[config.mk]
export PLATFORM = sky130hd
export DESIGN_NAME = reset_cause_state_loader
export DESIGN_NICKNAME = d
export VERILOG_FILES = /design/src/logic/reset_cause_pkg.sv /design/src/logic/cause_encoder.sv /design/src/logic/reset_cause_state_loader.sv /design/src/logic/reset_value_table.sv
export SDC_FILE = /design/constraint.sdc
export NUM_CORES = 1
export LEC_CHECK = 0
export BUFFER_PORTS_ARGS = -buffer_cell sky130_fd_sc_hd__buf_2
export CAP_MARGIN = 15
export CORE_ASPECT_RATIO = 2
export CORE_MARGIN = 4
export CORE_UTILIZATION = 35
export DETAILED_ROUTE_END_ITERATION = 8
export PLACE_DENSITY = 0.7
export SLEW_MARGIN = 20
export SYNTH_ARGS = -nofsm -noshare
export SYNTH_HDL_FRONTEND = slang
export SYNTH_SLANG_ARGS = --single-unit
[constraint.sdc]
create_clock -name pclk -period 6.2 [get_ports pclk]
set_clock_uncertainty 0.1 [all_clocks]
set_input_delay 1.24 -clock pclk [delete_from_list [all_inputs] [get_ports pclk]]
set_output_delay 1.24 -clock pclk [all_outputs]
set_load 0.05 [all_outputs]
[src/logic/reset_cause_pkg.sv]
// Shared constants and types for the reset cause state loader
package reset_cause_pkg;

    // ************************************************************
    // Widths and register offsets
    // ************************************************************
    localparam int           PC_W        = 13;
    localparam logic [7:0]   OFF_PC      = 8'h00;
    localparam logic [7:0]   OFF_STATUS  = 8'h04;
    localparam logic [7:0]   OFF_POWER   = 8'h08;
    localparam logic [7:0]   OFF_CORE_IRQ = 8'h0c;
    localparam logic [7:0]   OFF_PIR_A   = 8'h10;
    localparam logic [7:0]   OFF_PIR_B   = 8'h14;
    localparam logic [7:0]   OFF_CAUSE   = 8'h18;

    // ************************************************************
    // Reset values and field positions
    // ************************************************************
    localparam logic [12:0]  PC_RESET    = 13'h0000;
    localparam logic [12:0]  PC_VECTOR   = 13'h0004;
    localparam logic [7:0]   STATUS_POR  = 8'h18;
    localparam logic [1:0]   POWER_POR   = 2'h1;
    localparam int           TOUT_BIT    = 4;
    localparam int           PDN_BIT     = 3;
    localparam int           IRQ_EN_BIT  = 7;
    localparam int           POR_BIT     = 1;
    localparam int           BRN_BIT     = 0;
    localparam logic [7:0]   IRQ_KEEP_PIN = 8'h01;
    localparam logic [7:0]   PIR_A_IMPL  = 8'h7f;
    localparam logic [7:0]   PIR_B_IMPL  = 8'h0b;

    // ************************************************************
    // Types
    // ************************************************************
    typedef enum logic [2:0] {
        CAUSE_POR        = 3'b000,
        CAUSE_BROWN      = 3'b001,
        CAUSE_PIN_RUN    = 3'b010,
        CAUSE_PIN_SLEEP  = 3'b011,
        CAUSE_WD_RESET   = 3'b100,
        CAUSE_WD_WAKE    = 3'b101,
        CAUSE_IRQ_WAKE   = 3'b110,
        CAUSE_NONE       = 3'b111
    } cause_t;

    typedef enum logic [1:0] {
        CLASS_NONE     = 2'b00,
        CLASS_POWER    = 2'b01,
        CLASS_PIN_WD   = 2'b10,
        CLASS_WAKE     = 2'b11
    } init_class_t;

    typedef enum logic [1:0] {
        PC_ZERO = 2'b00,
        PC_NEXT = 2'b01,
        PC_IRQ  = 2'b10
    } pc_sel_t;

    typedef enum logic [1:0] {
        ST_RUN   = 2'b00,
        ST_HOLD  = 2'b01,
        ST_APPLY = 2'b10
    } seq_state_t;

    typedef struct packed {
        logic brownout;
        logic watchdog_timeout;
        logic irq_wake;
        logic sleeping;
    } events_t;

    typedef struct packed {
        logic [7:0] core_irq;
        logic [7:0] pir_a;
        logic [7:0] pir_b;
    } wake_flags_t;

    typedef struct packed {
        pc_sel_t     pc_sel;
        logic [7:0]  st_mask;
        logic [7:0]  st_val;
        logic [1:0]  pwr_mask;
        logic [1:0]  pwr_val;
        init_class_t init_class;
    } load_plan_t;

endpackage : reset_cause_pkg

[src/logic/cause_encoder.sv]
// Priority encoder from reset and wake-up detectors to one cause
`timescale 1ns/1ps
module cause_encoder (
    // Detectors
    input  wire reset_cause_pkg::events_t ev,
    input  wire logic                     master_clear_pin_n,
    // Result
    output reset_cause_pkg::cause_t       cause
);
    // ************************************************************
    // Brown-out outranks the pin, the pin outranks the watchdog
    // ************************************************************
    always_comb begin
        if (ev.brownout) begin
            cause = reset_cause_pkg::CAUSE_BROWN;
        end else if (!master_clear_pin_n) begin
            cause = ev.sleeping ? reset_cause_pkg::CAUSE_PIN_SLEEP
                                : reset_cause_pkg::CAUSE_PIN_RUN;
        end else if (ev.watchdog_timeout) begin
            // Timeout in sleep only resumes execution
            cause = ev.sleeping ? reset_cause_pkg::CAUSE_WD_WAKE
                                : reset_cause_pkg::CAUSE_WD_RESET;
        end else if (ev.irq_wake && ev.sleeping) begin
            cause = reset_cause_pkg::CAUSE_IRQ_WAKE;
        end else begin
            cause = reset_cause_pkg::CAUSE_NONE;
        end
    end
endmodule : cause_encoder

[src/logic/reset_cause_state_loader.sv]
// Reset and wake-up state loader with an APB register port
// Behaviour
// - Pin reset while running: counter zero, upper three status bits cleared, rest kept
// - Pin reset in sleep: counter zero, timeout set, powerdown cleared, power bits kept
// - Interrupt wake: next address, timeout set, powerdown cleared, other status kept
// - Interrupt wake with global enable set loads the interrupt vector instead
// - A wake-up leaves its source flag set in the interrupt flag registers
// - Each cause has defined loads; power-on gives status 0001 1000, power bits 01
// - Register init uses three classes: power/brown-out, pin/watchdog, wake-up
// - Timeout and powerdown bits follow the exact cause of pin-in-sleep, watchdog or wake events; pin reset while running keeps them
// - Unimplemented bit positions read as zero
// - Power-on flag cleared only by power-on reset; software sets it later
// - Brown-out flag is bit zero, cleared by brown-out, set by software
// - Watchdog timeout in sleep is a wake-up: next address, timeout and powerdown cleared, source flag set, other registers keep their contents
`timescale 1ns/1ps
module reset_cause_state_loader (
    // Clock and reset
    input  wire logic                         pclk,
    input  wire logic                         presetn,
    // APB slave
    input  wire logic                         psel,
    input  wire logic                         penable,
    input  wire logic                         pwrite,
    input  wire logic [7:0]                   paddr,
    input  wire logic [31:0]                  pwdata,
    output logic                              pready,
    output logic [31:0]                       prdata,
    output logic                              pslverr,
    // Pin and detectors
    input  wire logic                         master_clear_pin_n,
    input  wire reset_cause_pkg::events_t     events,
    input  wire reset_cause_pkg::wake_flags_t wake_flags,
    // Core side
    output logic                              core_hold,
    output logic [reset_cause_pkg::PC_W-1:0]  program_counter,
    output logic [7:0]                        core_status,
    output logic [1:0]                        power_control_reg,
    output logic [7:0]                        core_irq_control_reg,
    output logic [7:0]                        periph_irq_flags_a,
    output logic [7:0]                        periph_irq_flags_b,
    output reset_cause_pkg::init_class_t      sfr_init_class,
    output logic                              sfr_init_strobe
);

    // ************************************************************
    // State
    // ************************************************************
    typedef struct packed {
        reset_cause_pkg::seq_state_t  seq;
        reset_cause_pkg::cause_t      cause;
        logic [reset_cause_pkg::PC_W-1:0] pc;
        logic [7:0]                   status;
        logic [1:0]                   pwr;
        logic [7:0]                   core_irq;
        logic [7:0]                   pir_a;
        logic [7:0]                   pir_b;
        logic                         hold;
        reset_cause_pkg::init_class_t init_class;
        logic                         init_strobe;
        logic                         ready;
        logic                         slverr;
        logic [31:0]                  rdata;
    } state_t;

    localparam state_t STATE_RESET = '{
        seq:         reset_cause_pkg::ST_APPLY,
        cause:       reset_cause_pkg::CAUSE_POR,
        pc:          reset_cause_pkg::PC_RESET,
        status:      reset_cause_pkg::STATUS_POR,
        pwr:         reset_cause_pkg::POWER_POR,
        core_irq:    8'h00,
        pir_a:       8'h00,
        pir_b:       8'h00,
        hold:        1'b1,
        init_class:  reset_cause_pkg::CLASS_NONE,
        init_strobe: 1'b0,
        ready:       1'b0,
        slverr:      1'b0,
        rdata:       32'h0000_0000
    };

    state_t                       s_q;
    state_t                       s_d;
    reset_cause_pkg::cause_t      live_cause;
    reset_cause_pkg::load_plan_t  plan;

    // ************************************************************
    // Cause detection and load table
    // ************************************************************
    cause_encoder u_encoder (
        .ev                 (events),
        .master_clear_pin_n (master_clear_pin_n),
        .cause              (live_cause)
    );

    reset_value_table u_table (
        .cause (s_q.cause),
        .plan  (plan)
    );

    // ************************************************************
    // Sequencer, loads and register port
    // ************************************************************
    always_comb begin
        logic        acc;
        logic        wr;
        logic        mapped;
        logic [31:0] rd;
        logic        irq_en;
        acc    = 1'b0;
        wr     = 1'b0;
        mapped = 1'b0;
        rd     = 32'h0000_0000;
        irq_en = 1'b0;
        s_d    = s_q;
        s_d.init_strobe = 1'b0;

        // Register writes land first so a same-cycle load overrides them
        acc = psel && penable && !s_q.ready;
        wr  = psel && penable && s_q.ready && pwrite && !s_q.slverr;
        if (wr) begin
            unique case (paddr)
                reset_cause_pkg::OFF_PC: begin
                    s_d.pc = pwdata[reset_cause_pkg::PC_W-1:0];
                end
                reset_cause_pkg::OFF_STATUS: begin
                    s_d.status = pwdata[7:0];
                end
                reset_cause_pkg::OFF_POWER: begin
                    // Software re-arms both flags after reading them
                    s_d.pwr = pwdata[1:0];
                end
                reset_cause_pkg::OFF_CORE_IRQ: begin
                    s_d.core_irq = pwdata[7:0];
                end
                reset_cause_pkg::OFF_PIR_A: begin
                    s_d.pir_a = pwdata[7:0] & reset_cause_pkg::PIR_A_IMPL;
                end
                reset_cause_pkg::OFF_PIR_B: begin
                    s_d.pir_b = pwdata[7:0] & reset_cause_pkg::PIR_B_IMPL;
                end
                default: begin
                end
            endcase
        end

        unique case (s_q.seq)
            reset_cause_pkg::ST_RUN: begin
                if (live_cause != reset_cause_pkg::CAUSE_NONE) begin
                    s_d.cause = live_cause;
                    s_d.hold  = 1'b1;
                    s_d.seq   = reset_cause_pkg::ST_HOLD;
                end
            end
            reset_cause_pkg::ST_HOLD: begin
                // Core stays held while the pin or brown-out persists
                if (master_clear_pin_n && !events.brownout) begin
                    s_d.seq = reset_cause_pkg::ST_APPLY;
                end else if (live_cause == reset_cause_pkg::CAUSE_BROWN) begin
                    s_d.cause = live_cause;
                end
            end
            reset_cause_pkg::ST_APPLY: begin
                irq_en = s_q.core_irq[reset_cause_pkg::IRQ_EN_BIT];
                s_d.status = (s_d.status & ~plan.st_mask)
                           | (plan.st_val & plan.st_mask);
                s_d.pwr    = (s_d.pwr & ~plan.pwr_mask)
                           | (plan.pwr_val & plan.pwr_mask);
                unique case (plan.pc_sel)
                    reset_cause_pkg::PC_ZERO: begin
                        s_d.pc = reset_cause_pkg::PC_RESET;
                    end
                    reset_cause_pkg::PC_NEXT: begin
                        s_d.pc = s_q.pc + 13'h0001;
                    end
                    reset_cause_pkg::PC_IRQ: begin
                        s_d.pc = irq_en ? reset_cause_pkg::PC_VECTOR
                                     : s_q.pc + 13'h0001;
                    end
                    default: begin
                        s_d.pc = reset_cause_pkg::PC_RESET;
                    end
                endcase
                unique case (plan.init_class)
                    reset_cause_pkg::CLASS_POWER: begin
                        s_d.core_irq = 8'h00;
                        s_d.pir_a    = 8'h00;
                        s_d.pir_b    = 8'h00;
                    end
                    reset_cause_pkg::CLASS_PIN_WD: begin
                        s_d.core_irq = s_d.core_irq & reset_cause_pkg::IRQ_KEEP_PIN;
                        s_d.pir_a    = 8'h00;
                        s_d.pir_b    = 8'h00;
                    end
                    reset_cause_pkg::CLASS_WAKE: begin
                        // Source flags set here win over a same-cycle clear
                        s_d.core_irq = s_d.core_irq | wake_flags.core_irq;
                        s_d.pir_a    = s_d.pir_a | (wake_flags.pir_a & reset_cause_pkg::PIR_A_IMPL);
                        s_d.pir_b    = s_d.pir_b | (wake_flags.pir_b & reset_cause_pkg::PIR_B_IMPL);
                    end
                    default: begin
                    end
                endcase
                s_d.init_class  = plan.init_class;
                s_d.init_strobe = 1'b1;
                s_d.hold        = 1'b0;
                s_d.seq         = reset_cause_pkg::ST_RUN;
            end
            default: begin
                s_d.seq = reset_cause_pkg::ST_RUN;
            end
        endcase

        // One wait state: data and pready come from flops
        mapped = 1'b1;
        unique case (paddr)
            reset_cause_pkg::OFF_PC:       rd = {19'h0_0000, s_q.pc};
            reset_cause_pkg::OFF_STATUS:   rd = {24'h00_0000, s_q.status};
            reset_cause_pkg::OFF_POWER:    rd = {30'h0000_0000, s_q.pwr};
            reset_cause_pkg::OFF_CORE_IRQ: rd = {24'h00_0000, s_q.core_irq};
            reset_cause_pkg::OFF_PIR_A:    rd = {24'h00_0000, s_q.pir_a};
            reset_cause_pkg::OFF_PIR_B:    rd = {24'h00_0000, s_q.pir_b};
            reset_cause_pkg::OFF_CAUSE:    rd = {29'h0000_0000, s_q.cause};
            default: begin
                mapped = 1'b0;
                rd     = 32'h0000_0000;
            end
        endcase
        s_d.ready  = acc;
        s_d.slverr = acc && !mapped;
        if (acc) begin
            s_d.rdata = pwrite ? 32'h0000_0000 : rd;
        end
    end

    always_ff @(posedge pclk or negedge presetn) begin
        if (!presetn) begin
            s_q <= STATE_RESET;
        end else begin
            s_q <= s_d;
        end
    end

    // ************************************************************
    // Outputs
    // ************************************************************
    assign pready               = s_q.ready;
    assign prdata               = s_q.rdata;
    assign pslverr              = s_q.slverr;
    assign core_hold            = s_q.hold;
    assign program_counter      = s_q.pc;
    assign core_status          = s_q.status;
    assign power_control_reg    = s_q.pwr;
    assign core_irq_control_reg = s_q.core_irq;
    assign periph_irq_flags_a   = s_q.pir_a;
    assign periph_irq_flags_b   = s_q.pir_b;
    assign sfr_init_class       = s_q.init_class;
    assign sfr_init_strobe      = s_q.init_strobe;

endmodule : reset_cause_state_loader

[src/logic/reset_value_table.sv]
// Table of program counter, status and power-control loads per cause
`timescale 1ns/1ps
module reset_value_table (
    // Selected cause
    input  wire reset_cause_pkg::cause_t cause,
    // Load plan
    output reset_cause_pkg::load_plan_t  plan
);
    // ************************************************************
    // Mask marks bits the event defines, the rest stay unchanged
    // ************************************************************
    always_comb begin
        plan = '{reset_cause_pkg::PC_ZERO, 8'h00, 8'h00, 2'h0, 2'h0,
                 reset_cause_pkg::CLASS_NONE};
        unique case (cause)
            reset_cause_pkg::CAUSE_POR: begin
                plan = '{reset_cause_pkg::PC_ZERO, 8'hff, 8'h18, 2'h3, 2'h1,
                         reset_cause_pkg::CLASS_POWER};
            end
            reset_cause_pkg::CAUSE_BROWN: begin
                plan = '{reset_cause_pkg::PC_ZERO, 8'hf8, 8'h18, 2'h1, 2'h0,
                         reset_cause_pkg::CLASS_POWER};
            end
            reset_cause_pkg::CAUSE_PIN_RUN: begin
                plan = '{reset_cause_pkg::PC_ZERO, 8'he0, 8'h00, 2'h0, 2'h0,
                         reset_cause_pkg::CLASS_PIN_WD};
            end
            reset_cause_pkg::CAUSE_PIN_SLEEP: begin
                plan = '{reset_cause_pkg::PC_ZERO, 8'hf8, 8'h10, 2'h0, 2'h0,
                         reset_cause_pkg::CLASS_PIN_WD};
            end
            reset_cause_pkg::CAUSE_WD_RESET: begin
                plan = '{reset_cause_pkg::PC_ZERO, 8'hf8, 8'h08, 2'h0, 2'h0,
                         reset_cause_pkg::CLASS_PIN_WD};
            end
            reset_cause_pkg::CAUSE_WD_WAKE: begin
                plan = '{reset_cause_pkg::PC_NEXT, 8'h18, 8'h00, 2'h0, 2'h0,
                         reset_cause_pkg::CLASS_WAKE};
            end
            reset_cause_pkg::CAUSE_IRQ_WAKE: begin
                plan = '{reset_cause_pkg::PC_IRQ, 8'h18, 8'h10, 2'h0, 2'h0,
                         reset_cause_pkg::CLASS_WAKE};
            end
            reset_cause_pkg::CAUSE_NONE: begin
                plan.init_class = reset_cause_pkg::CLASS_NONE;
            end
        endcase
    end
endmodule : reset_value_table
==> reports/summary.txt, run 1 <==
Status: completed
Final WS setup: 2.95 ns
Drt drc: 0
Most frequent cells in the layout: buf_2 (114), nand2_1 (69), dfrtp_1 (66), nor2_1 (33)
Layout cells sized above 1: 27.3%
Number of library cell types mapped by synthesis: 59
Post-DRT Antenna Nets: 0
Gr usage total: 18.1%
Die ar.: 0.0147 mm^2
CP Class: primary input to flip-flop
Setup Viol. Count Final: 0
Nets: 626
Rows: 58
Final hold violation count: 0
DP Worst Slack: 2.65 ns
CTS tree: built
Placer's final routability congestion estimate: 0.889
Fin. max-slew vios: 0
Antenna cells: 0
1st-iter DRT viols: 284
Cell Area, Synth: 0.00444 mm^2
Die X: 87.7 um
Top_reg_cell synth: dfrtp_1
Post-synthesis sequential area ratio: 40.1%
Min-delay src: core_hold$_DFFE_PN1P_
Total congestion overflow: 0
Die H: 167 um
Port bufs: 114
Area Growth Syn to Fin: 12.0%
Hold Crit Class: flip-flop to flip-flop
Reg2Reg Launch Point: s_q[88]$_DFFE_PN0P_
Crit path max fanout: 11
Leak: 2.50 nW
Core region area: 0.0125 mm^2
Power per cell area: 441 mW/mm^2
Yosys reg bits: 71
Rel. slew slack: 40.0%
Final period util: 52.3%
Critical path required time: 6.32 ns
Yosys warnings: 0
Vias in the first global route: 3745
Crit path arrival time: 3.36 ns
Slew @ Worst Pin: 0.899 ns
Worst IR Drop VDD: 0.176 mV
Critical path launch point type: primary input
Post-synth ARST share: 100%
Setup crit end kind: flip-flop
Ports: 159
Commonest non-fill, non-tap cell in the layout: buf_2
Initial Util: 35.6%
MaxCap Viol Count: 0
Total iterations of the first detailed-routing run: 5
F_max: 308 MHz
Post-synthesis area per instance: 8.84 um^2
Setup TNS: 0 ns
Clk_lat worst skew: 0.34 ns
Clock tree root buffer cell: clkbuf_16
Via-to-Cell Ratio: 5.35
H-Tree Level Count: 3
Critical Path Start: paddr[4]
Initial antenna violation count: 0
CTS Buf Count: 9
Synth Instances: 503
Worst-path clk slew: 0.06 ns
RSZ-0062 raised after global routing: no
Clock Path Buffers: 2
Number of flops mapped to enable cells by yosys: 0
Post-DP HPWL: 10600 um
Routed wire length: 13500 um
Post-CTS Setup Inserts: 0
Hold buffers post-CTS: 0
Largest net degree at the start of global routing: 72
Crit path time final: 3.25 ns
Vias post-DR: 3762
CTS sink count: 71
Cts repair resizes: 0
First-pass GRT wire length: 20200 um
Fillers: 1296
DR WL/cell: 19.2 um
## cell usage after synthesis, types with 3 or more instances
cell type	number	area share (%)
nor4_1	3	0.42
buf_4	81	14
inv_1	12	1.0
o211ai_1	3	0.51
a21oi_1	21	2.4
nor2b_1	6	0.84
a311oi_1	3	0.59
mux2_2	4	1.0
dfrtp_1	66	37
o21ai_1	15	1.7
nor2_1	33	2.8
nor3b_1	3	0.51
o21ai_0	20	2.3
mux2i_1	21	4.7
and2_1	7	0.99
nand3_1	14	1.6
clkbuf_1	14	1.2
ha_1	4	1.1
nand2_1	69	5.8
a22o_1	7	1.4
nor3_1	8	0.90
buf_1	3	0.25
a31oi_1	12	1.7
and3_1	7	0.99
a22oi_1	11	1.9
o22ai_1	4	0.56
a32oi_1	3	0.59
dfstp_2	5	3.0
o31a_1	3	0.59
## cells by family after synthesis
logic type / count (synthesis) / share of synthesized area (%)
flops: 71 / 40.1
buf+inv: 115 / 16.9
fa+ha+maj: 4 / 1.13
xor+xnor: 1 / 0.197
compound gates: 117 / 16.9
other cells: 1 / 0.0844
simple gates: 167 / 18.1
mux: 27 / 6.50
## layer usage
layer  vias to the layer above  GRT usage (%)  routed length [um]  part of all wire [%]
li1                       1762              -                   -                     -
met1                      1791           18.4                4610                    34
met4                         0           12.7                 818                   6.1
met3                        44           3.55                 847                   6.3
met2                       165           31.8                7240                    54
met5                         -              0                   0                     0
## final timing paths
path	to	slack (ns)	cells past startpoint
min in group asynchronous	program_counter[10]$_DFFE_PN0P_	1.00	2
min	core_hold$_DFFE_PN1P_	0.35	2
max	periph_irq_flags_a[2]$_DFF_PN0_	2.95	6
max reg2reg	program_counter[3]$_DFFE_PN0P_	3.40	6
max in group asynchronous	periph_irq_flags_b[5]$_DFF_PN0_	4.40	2
min reg2reg	core_hold$_DFFE_PN1P_	0.35	2
## worst max-delay path, stage by stage
cell and delay [ns]:
buf_2 0.19, or4b_1 0.58, nor2_1 0.42, nand3_1 0.52, mux2i_1 0.31, o21ai_0 0.10
## through the flow
step                utilization (%)  total power, mW  hold slack (ns)  cell area [um^2]  cells
finish                         39.9             2.20            0.355              4980    703
global route                   39.9             2.28            0.375              4980    703
CTS                            39.9             2.21            0.360              4980    703
detailed placement             36.8             1.55            0.350              4600    687
global placement               36.8             1.54            0.352              4600    687
floorplan                         -             1.45            0.340              4510    521
## final cells by class
type | instances | area, um^2 | area share (%)
flip-flops and latches | 71 | 1780 | 35.8
clock buffers | 11 | 253 | 5.08
well taps | 150 | 188 | 3.77
clock inverters | 5 | 128 | 2.56
repair buffers | 118 | 601 | 12.1
inverters | 13 | 48.8 | 0.981
multi-input cells | 335 | 1980 | 39.7
## where the power goes
part           total, mW  leakage, nW  switching (mW)  internal, mW
clock              0.652        0.182           0.197         0.455
combinational      0.789         1.39           0.592         0.197
sequential         0.755        0.930           0.172         0.583
Note: power is estimated with default switching activity, not from simulation.
==> run 2: changes to the inputs <==
--- a/config.mk
+++ b/config.mk
@@ -11,7 +11,7 @@
 export CORE_MARGIN = 4
 export CORE_UTILIZATION = 35
 export DETAILED_ROUTE_END_ITERATION = 8
-export PLACE_DENSITY = 0.7
+export PLACE_DENSITY = 0.72
 export SLEW_MARGIN = 20
 export SYNTH_ARGS = -nofsm -noshare
 export SYNTH_HDL_FRONTEND = slang
==> constraint.sdc (replaced) <==
create_clock -name pclk -period 2.9 [get_ports pclk]
set_clock_uncertainty 0.1 [all_clocks]
set_input_delay 0.58 -clock pclk [delete_from_list [all_inputs] [get_ports pclk]]
set_output_delay 0.58 -clock pclk [all_outputs]
set_load 0.05 [all_outputs]
==> reports/summary.txt, run 2 (synthesis gave the netlist of run 1 again) <==
Setup Viol. Count Final: 0
Clk_lat worst skew: 0.33 ns
Placer's final routability congestion estimate: 0.921
CTS sink count: 71
Setup crit end kind: flip-flop
Final period util: 92.7%
Via-to-Cell Ratio: 5.32
Final Core Density: 40.2%
Critical path buffer and inverter count: 1
Hold WS: 0.171 ns
Layout cells sized above 1: 28.9%
Die H: 167 um
Slew @ Worst Pin: 0.709 ns
Ports: 159
Rows: 58
Cts repair resizes: 0
Fin. max-slew vios: 0
Hold Crit Class: primary input to async pin
MaxCap Viol Count: 0
Slowest Stage Delay on Critical Path: 0.49 ns
Largest net degree at the start of global routing: 72
Nets: 642
Clock tree root buffer cell: clkbuf_16
Critical path launch point type: flip-flop
Core region area: 0.0125 mm^2
Drt drc: 0
Port bufs: 114
Gr usage total: 19.1%
Total iterations of the first detailed-routing run: 4
RSZ-0062 raised after global routing: no
Cell-by-cell trace of the critical path: nand2_1 > or2_2 > ha_1 > nor3b_1 > o21ai_1 > buf_4 > nor4bb_1 > a21oi_1 > o21ai_1
Total congestion overflow: 0
Initial Util: 35.6%
CP max-delay cell: dfrtp_1
CTS Buf Count: 9
Reg2Reg Launch Point: s_q[85]$_DFFE_PN0P_
1st-iter DRT viols: 291
Reg-to-Reg End: program_counter[9]$_DFFE_PN0P_
DP Worst Slack: 0.209 ns
Crit path time final: 2.69 ns
Clock Path Buffers: 2
Cell mode on critical path: o21ai_1
Die ar.: 0.0147 mm^2
Final hold violation count: 0
R2r setup slk: 0.21 ns
Worst-path clk slew: 0.06 ns
FF-to-FF path depth: 9
DR WL/cell: 18.8 um
First-pass GRT wire length: 21100 um
Multi-input logic area: 0.00198 mm^2
Initial antenna violation count: 3
Crit path arrival time: 2.85 ns
Power per cell area: 879 mW/mm^2
F_max: 372 MHz
Post-DP HPWL: 10800 um
Top cell family by delay on the critical path: simple AND/OR/NAND/NOR gates
Status: completed
Fillers: 1279
Routed wire length: 13600 um
H-Tree Level Count: 3
Most frequent cells in the layout: buf_2 (114), nand2_1 (69), dfrtp_1 (66), nor2_1 (33)
CTS tree: built
Final WS setup: 0.212 ns
Post-DRT Antenna Nets: 0
Leak: 2.54 nW
Crit path max fanout: 14
Hold buffers post-CTS: 0
Vias in the first global route: 3969
Critical path required time: 3.06 ns
Area Growth Syn to Fin: 12.9%
Commonest non-fill, non-tap cell in the layout: buf_2
Die X: 87.7 um
Rel. slew slack: 52.3%
Worst IR Drop VDD: 0.401 mV
Vias post-DR: 3835
Post-CTS Setup Inserts: 0
Seq. cell area: 0.00178 mm^2
Setup TNS: 0 ns
CP Class: flip-flop to flip-flop
-- run 2: per-layer routing --
| metal | routed length (um) | vias to the layer above | global-route usage, % |
|---|---|---|---|
| met4 | 919 | 0 | 13.1 |
| met1 | 4490 | 1826 | 18.9 |
| met5 | 0 | - | 0 |
| li1 | - | 1800 | - |
| met3 | 859 | 52 | 4.09 |
| met2 | 7320 | 157 | 33.8 |
-- run 2: worst max path at each step --
stage / startpoint / end / slack [ns] / cells past startpoint
after CTS: s_q[85]$_DFFE_PN0P_ / program_counter[9]$_DFFE_PN0P_ / 0.22 / 9
after detailed placement: paddr[1] / core_status[4]$_DFF_PN1_ / 0.21 / 6
after floorplan: s_q[87]$_DFFE_PN0P_ / program_counter[0]$_DFFE_PN0P_ / 0.18 / 11
after global placement: paddr[1] / core_status[4]$_DFF_PN1_ / 0.20 / 6
after global routing: s_q[85]$_DFFE_PN0P_ / program_counter[11]$_DFFE_PN0P_ / 0.01 / 9
final: s_q[85]$_DFFE_PN0P_ / program_counter[9]$_DFFE_PN0P_ / 0.21 / 9
-- run 2: cell type report --
type	instances	share of cell area [%]
multi-input combinational	335	39.4
antenna	3	0.150
clock inverter	4	0.948
clock buffer	11	4.64
tap	150	3.74
inverter	13	0.973
timing repair buffer	134	14.6
sequential	71	35.5
-- run 2: power by group --
group	internal [mW]	switching, mW
combinational	0.458	1.32
clock	0.657	0.392
sequential	1.25	0.336
-- run 2: worst reg2reg max path: stages, from the launching register on --
cell	delay, ns
dfrtp_1	0.49
nand2_1	0.11
or2_2	0.33
ha_1	0.28
nor3b_1	0.26
o21ai_1	0.26
buf_4	0.26
nor4bb_1	0.33
a21oi_1	0.07
o21ai_1	0.12
-- run 2: through the flow --
| step | cell area [um^2] | instances | power [mW] |
|---|---|---|---|
| after floorplan | 4510 | 521 | 3.09 |
| after global placement | 4730 | 703 | 3.34 |
| after detailed placement | 4730 | 703 | 3.37 |
| after CTS | 5010 | 718 | 4.43 |
| after global routing | 5020 | 721 | 4.62 |
| final | 5020 | 721 | 4.41 |
==> run 3: changes to the inputs <==
--- a/config.mk
+++ b/config.mk
@@ -7,12 +7,15 @@
 export LEC_CHECK = 0
 export BUFFER_PORTS_ARGS = -buffer_cell sky130_fd_sc_hd__buf_2
 export CAP_MARGIN = 15
+export CELL_PAD_IN_SITES_DETAIL_PLACEMENT = 1
+export CELL_PAD_IN_SITES_GLOBAL_PLACEMENT = 2
 export CORE_ASPECT_RATIO = 2
 export CORE_MARGIN = 4
-export CORE_UTILIZATION = 35
+export CORE_UTILIZATION = 27
 export DETAILED_ROUTE_END_ITERATION = 8
-export PLACE_DENSITY = 0.72
+export PLACE_DENSITY = 0.88
 export SLEW_MARGIN = 20
 export SYNTH_ARGS = -nofsm -noshare
 export SYNTH_HDL_FRONTEND = slang
+export SYNTH_HIERARCHICAL = 1
 export SYNTH_SLANG_ARGS = --single-unit
==> reports/summary.txt, run 3 <==
Top cell type's share of synthesized area: 36.1%
Rel. slew slack: 56.2%
Clock Path Buffers: 2
Die X: 100 um
Clock tree root buffer cell: clkbuf_16
Core region area: 0.0167 mm^2
Port bufs: 114
Post-Synth XOR/XNOR Area: 0.956%
Gr usage total: 15.6%
Hold Crit Class: primary input to async pin
Via-to-Cell Ratio: 4.90
GR Util met2: 31.3%
Setup Viol. Count Final: 0
Vias post-DR: 3718
Post-synthesis compound-gate area fraction: 12.5%
Number of library cell types mapped by synthesis: 54
Clk_lat worst skew: 0.34 ns
Antenna cells: 0
RSZ-0062 raised after global routing: no
Area contributors post-synth: dfrtp_1 (36%), buf_4 (16%), mux2i_1 (7.6%)
Crit path max fanout: 8
Drt drc: 0
Routed wire length: 15100 um
Placer's final routability congestion estimate: 0.855
Leak: 2.59 nW
CTS Buf Count: 9
Largest area contributor in the netlist: dfrtp_1
Die ar.: 0.0192 mm^2
Post-DP Area: 0.00480 mm^2
MaxCap Viol Count: 0
Post-synthesis area per instance: 9.18 um^2
H-Tree Level Count: 3
Synth Area in Simple Gates: 16.3%
Post-CTS Setup Inserts: 0
Setup crit end kind: flip-flop
Worst-path clk slew: 0.06 ns
Top-count cell post-synth: buf_4
Cell Area, Synth: 0.00458 mm^2
Post-synthesis mux area share: 11.8%
F_max: 391 MHz
Yosys reg bits: 71
Cts repair resizes: 0
Final period util: 88.3%
Rows: 67
Main combinational cell family by area after synthesis: buffers and inverters
Met1 usage: 12.9%
Post-DRT Antenna Nets: 0
Status: completed
Fin. max-slew vios: 0
Most frequent cells after synthesis: buf_4 (95), dfrtp_1 (66), nand2_1 (55), a21oi_1 (39), nor2_1 (36)
Gr busiest metal: met2
Vias in the first global route: 4086
Initial Util: 27.5%
Largest net degree at the start of global routing: 72
Die H: 192 um
Number of flops mapped to enable cells by yosys: 0
Most frequent cells in the layout: buf_2 (114), dfrtp_1 (66), nand2_1 (55), a21oi_1 (39), nor2_1 (36)
Critical path required time: 3.01 ns
Layout cells sized above 1: 30.1%
Nets: 624
Slew @ Worst Pin: 0.657 ns
Critical path launch point type: primary input
Post-synthesis sequential area ratio: 38.9%
Power per cell area: 945 mW/mm^2
Yosys warnings: 6
Final instance area: 0.00510 mm^2
1st-iter DRT viols: 139
Area Growth Syn to Fin: 11.4%
CP Class: primary input to flip-flop
DP Worst Slack: -0.0282 ns
GRT met3 Usage: 3.60%
Total iterations of the first detailed-routing run: 4
Post-DP HPWL: 12200 um
Worst IR Drop VDD: 0.330 mV
CTS sink count: 71
Top_reg_cell synth: dfrtp_1
Commonest non-fill, non-tap cell in the layout: buf_2
CTS tree: built
Ports: 159
Crit path time final: 2.56 ns
Final WS setup: 0.339 ns
Post-synth ARST share: 100%
Post-synthesis adder-cell area fraction: 0.819%
Hold buffers post-CTS: 0
Crit path arrival time: 2.67 ns
DR WL/cell: 19.8 um
Final hold violation count: 0
Initial antenna violation count: 0
Synth Instances: 499
Total congestion overflow: 0
First-pass GRT wire length: 22500 um
run 3: worst paths after layout:
kind	cells past startpoint	to	startpoint	slack [ns]
max	6	core_status[7]$_DFF_PN0_	paddr[1]	0.34
min reg2reg	2	prdata[4]$_DFFE_PN0P_	prdata[4]$_DFFE_PN0P_	0.37
min	2	periph_irq_flags_a[4]$_DFF_PN0_	presetn	0.14
max in group asynchronous	2	s_q[89]$_DFFE_PN1P_	presetn	2.18
min in group pclk	3	core_irq_control_reg[3]$_DFF_PN0_	wake_flags[19]	0.35
max reg2reg	10	program_counter[5]$_DFFE_PN0P_	s_q[87]$_DFFE_PN0P_	0.42
run 3: kinds of logic after synthesis:
logic type / count (synthesis)
simple gates: 155
buf+inv: 124
compound gates: 94
flops: 71
mux: 45
xor+xnor: 5
fa+ha+maj: 3
other cells: 2
run 3: power breakdown:
| part | leakage (nW) | internal (mW) | switching [mW] |
|---|---|---|---|
| clock network | 0.141 | 0.692 | 0.451 |
| logic | 1.53 | 0.553 | 1.47 |
| registers | 0.917 | 1.28 | 0.374 |
| total | 2.59 | 2.52 | 2.30 |
run 3: worst max-delay path: stages:
cell and delay [ns]:
buf_2 0.11, or4_4 0.55, nor3_1 0.49, nand2_1 0.49, mux2i_1 0.33, a21oi_1 0.13
run 3: cell type report:
class                   instances  area [um^2]
fillers                      1956        11600
multi-input cells             328         2040
flip-flops and latches         71         1780
repair buffers                126          673
well taps                     207          259
clock buffers                  10          239
clock inverters                 6         70.1
inverters                      11         41.3
run 3: routing by layer:
layer	vias to the layer above	wire, um
met3	43	765
met2	117	8860
met5	-	0
li1	1702	-
met4	0	873
met1	1856	4560
run 3: per-stage QoR:
| step | cells | total power [mW] | utilization (%) | TNS [ns] | hold slack, ns |
|---|---|---|---|---|---|
| CTS | 759 | 4.87 | 30.6 | 0 | 0.176 |
| global placement | 743 | 3.65 | 28.7 | 0 | 0.364 |
| detailed placement | 743 | 3.71 | 28.7 | -0.0282 | 0.366 |
| finish | 759 | 4.82 | 30.6 | 0 | 0.135 |
| global route | 759 | 5.05 | 30.6 | 0 | 0.186 |
| floorplan | 523 | 3.46 | - | 0 | 0.184 |
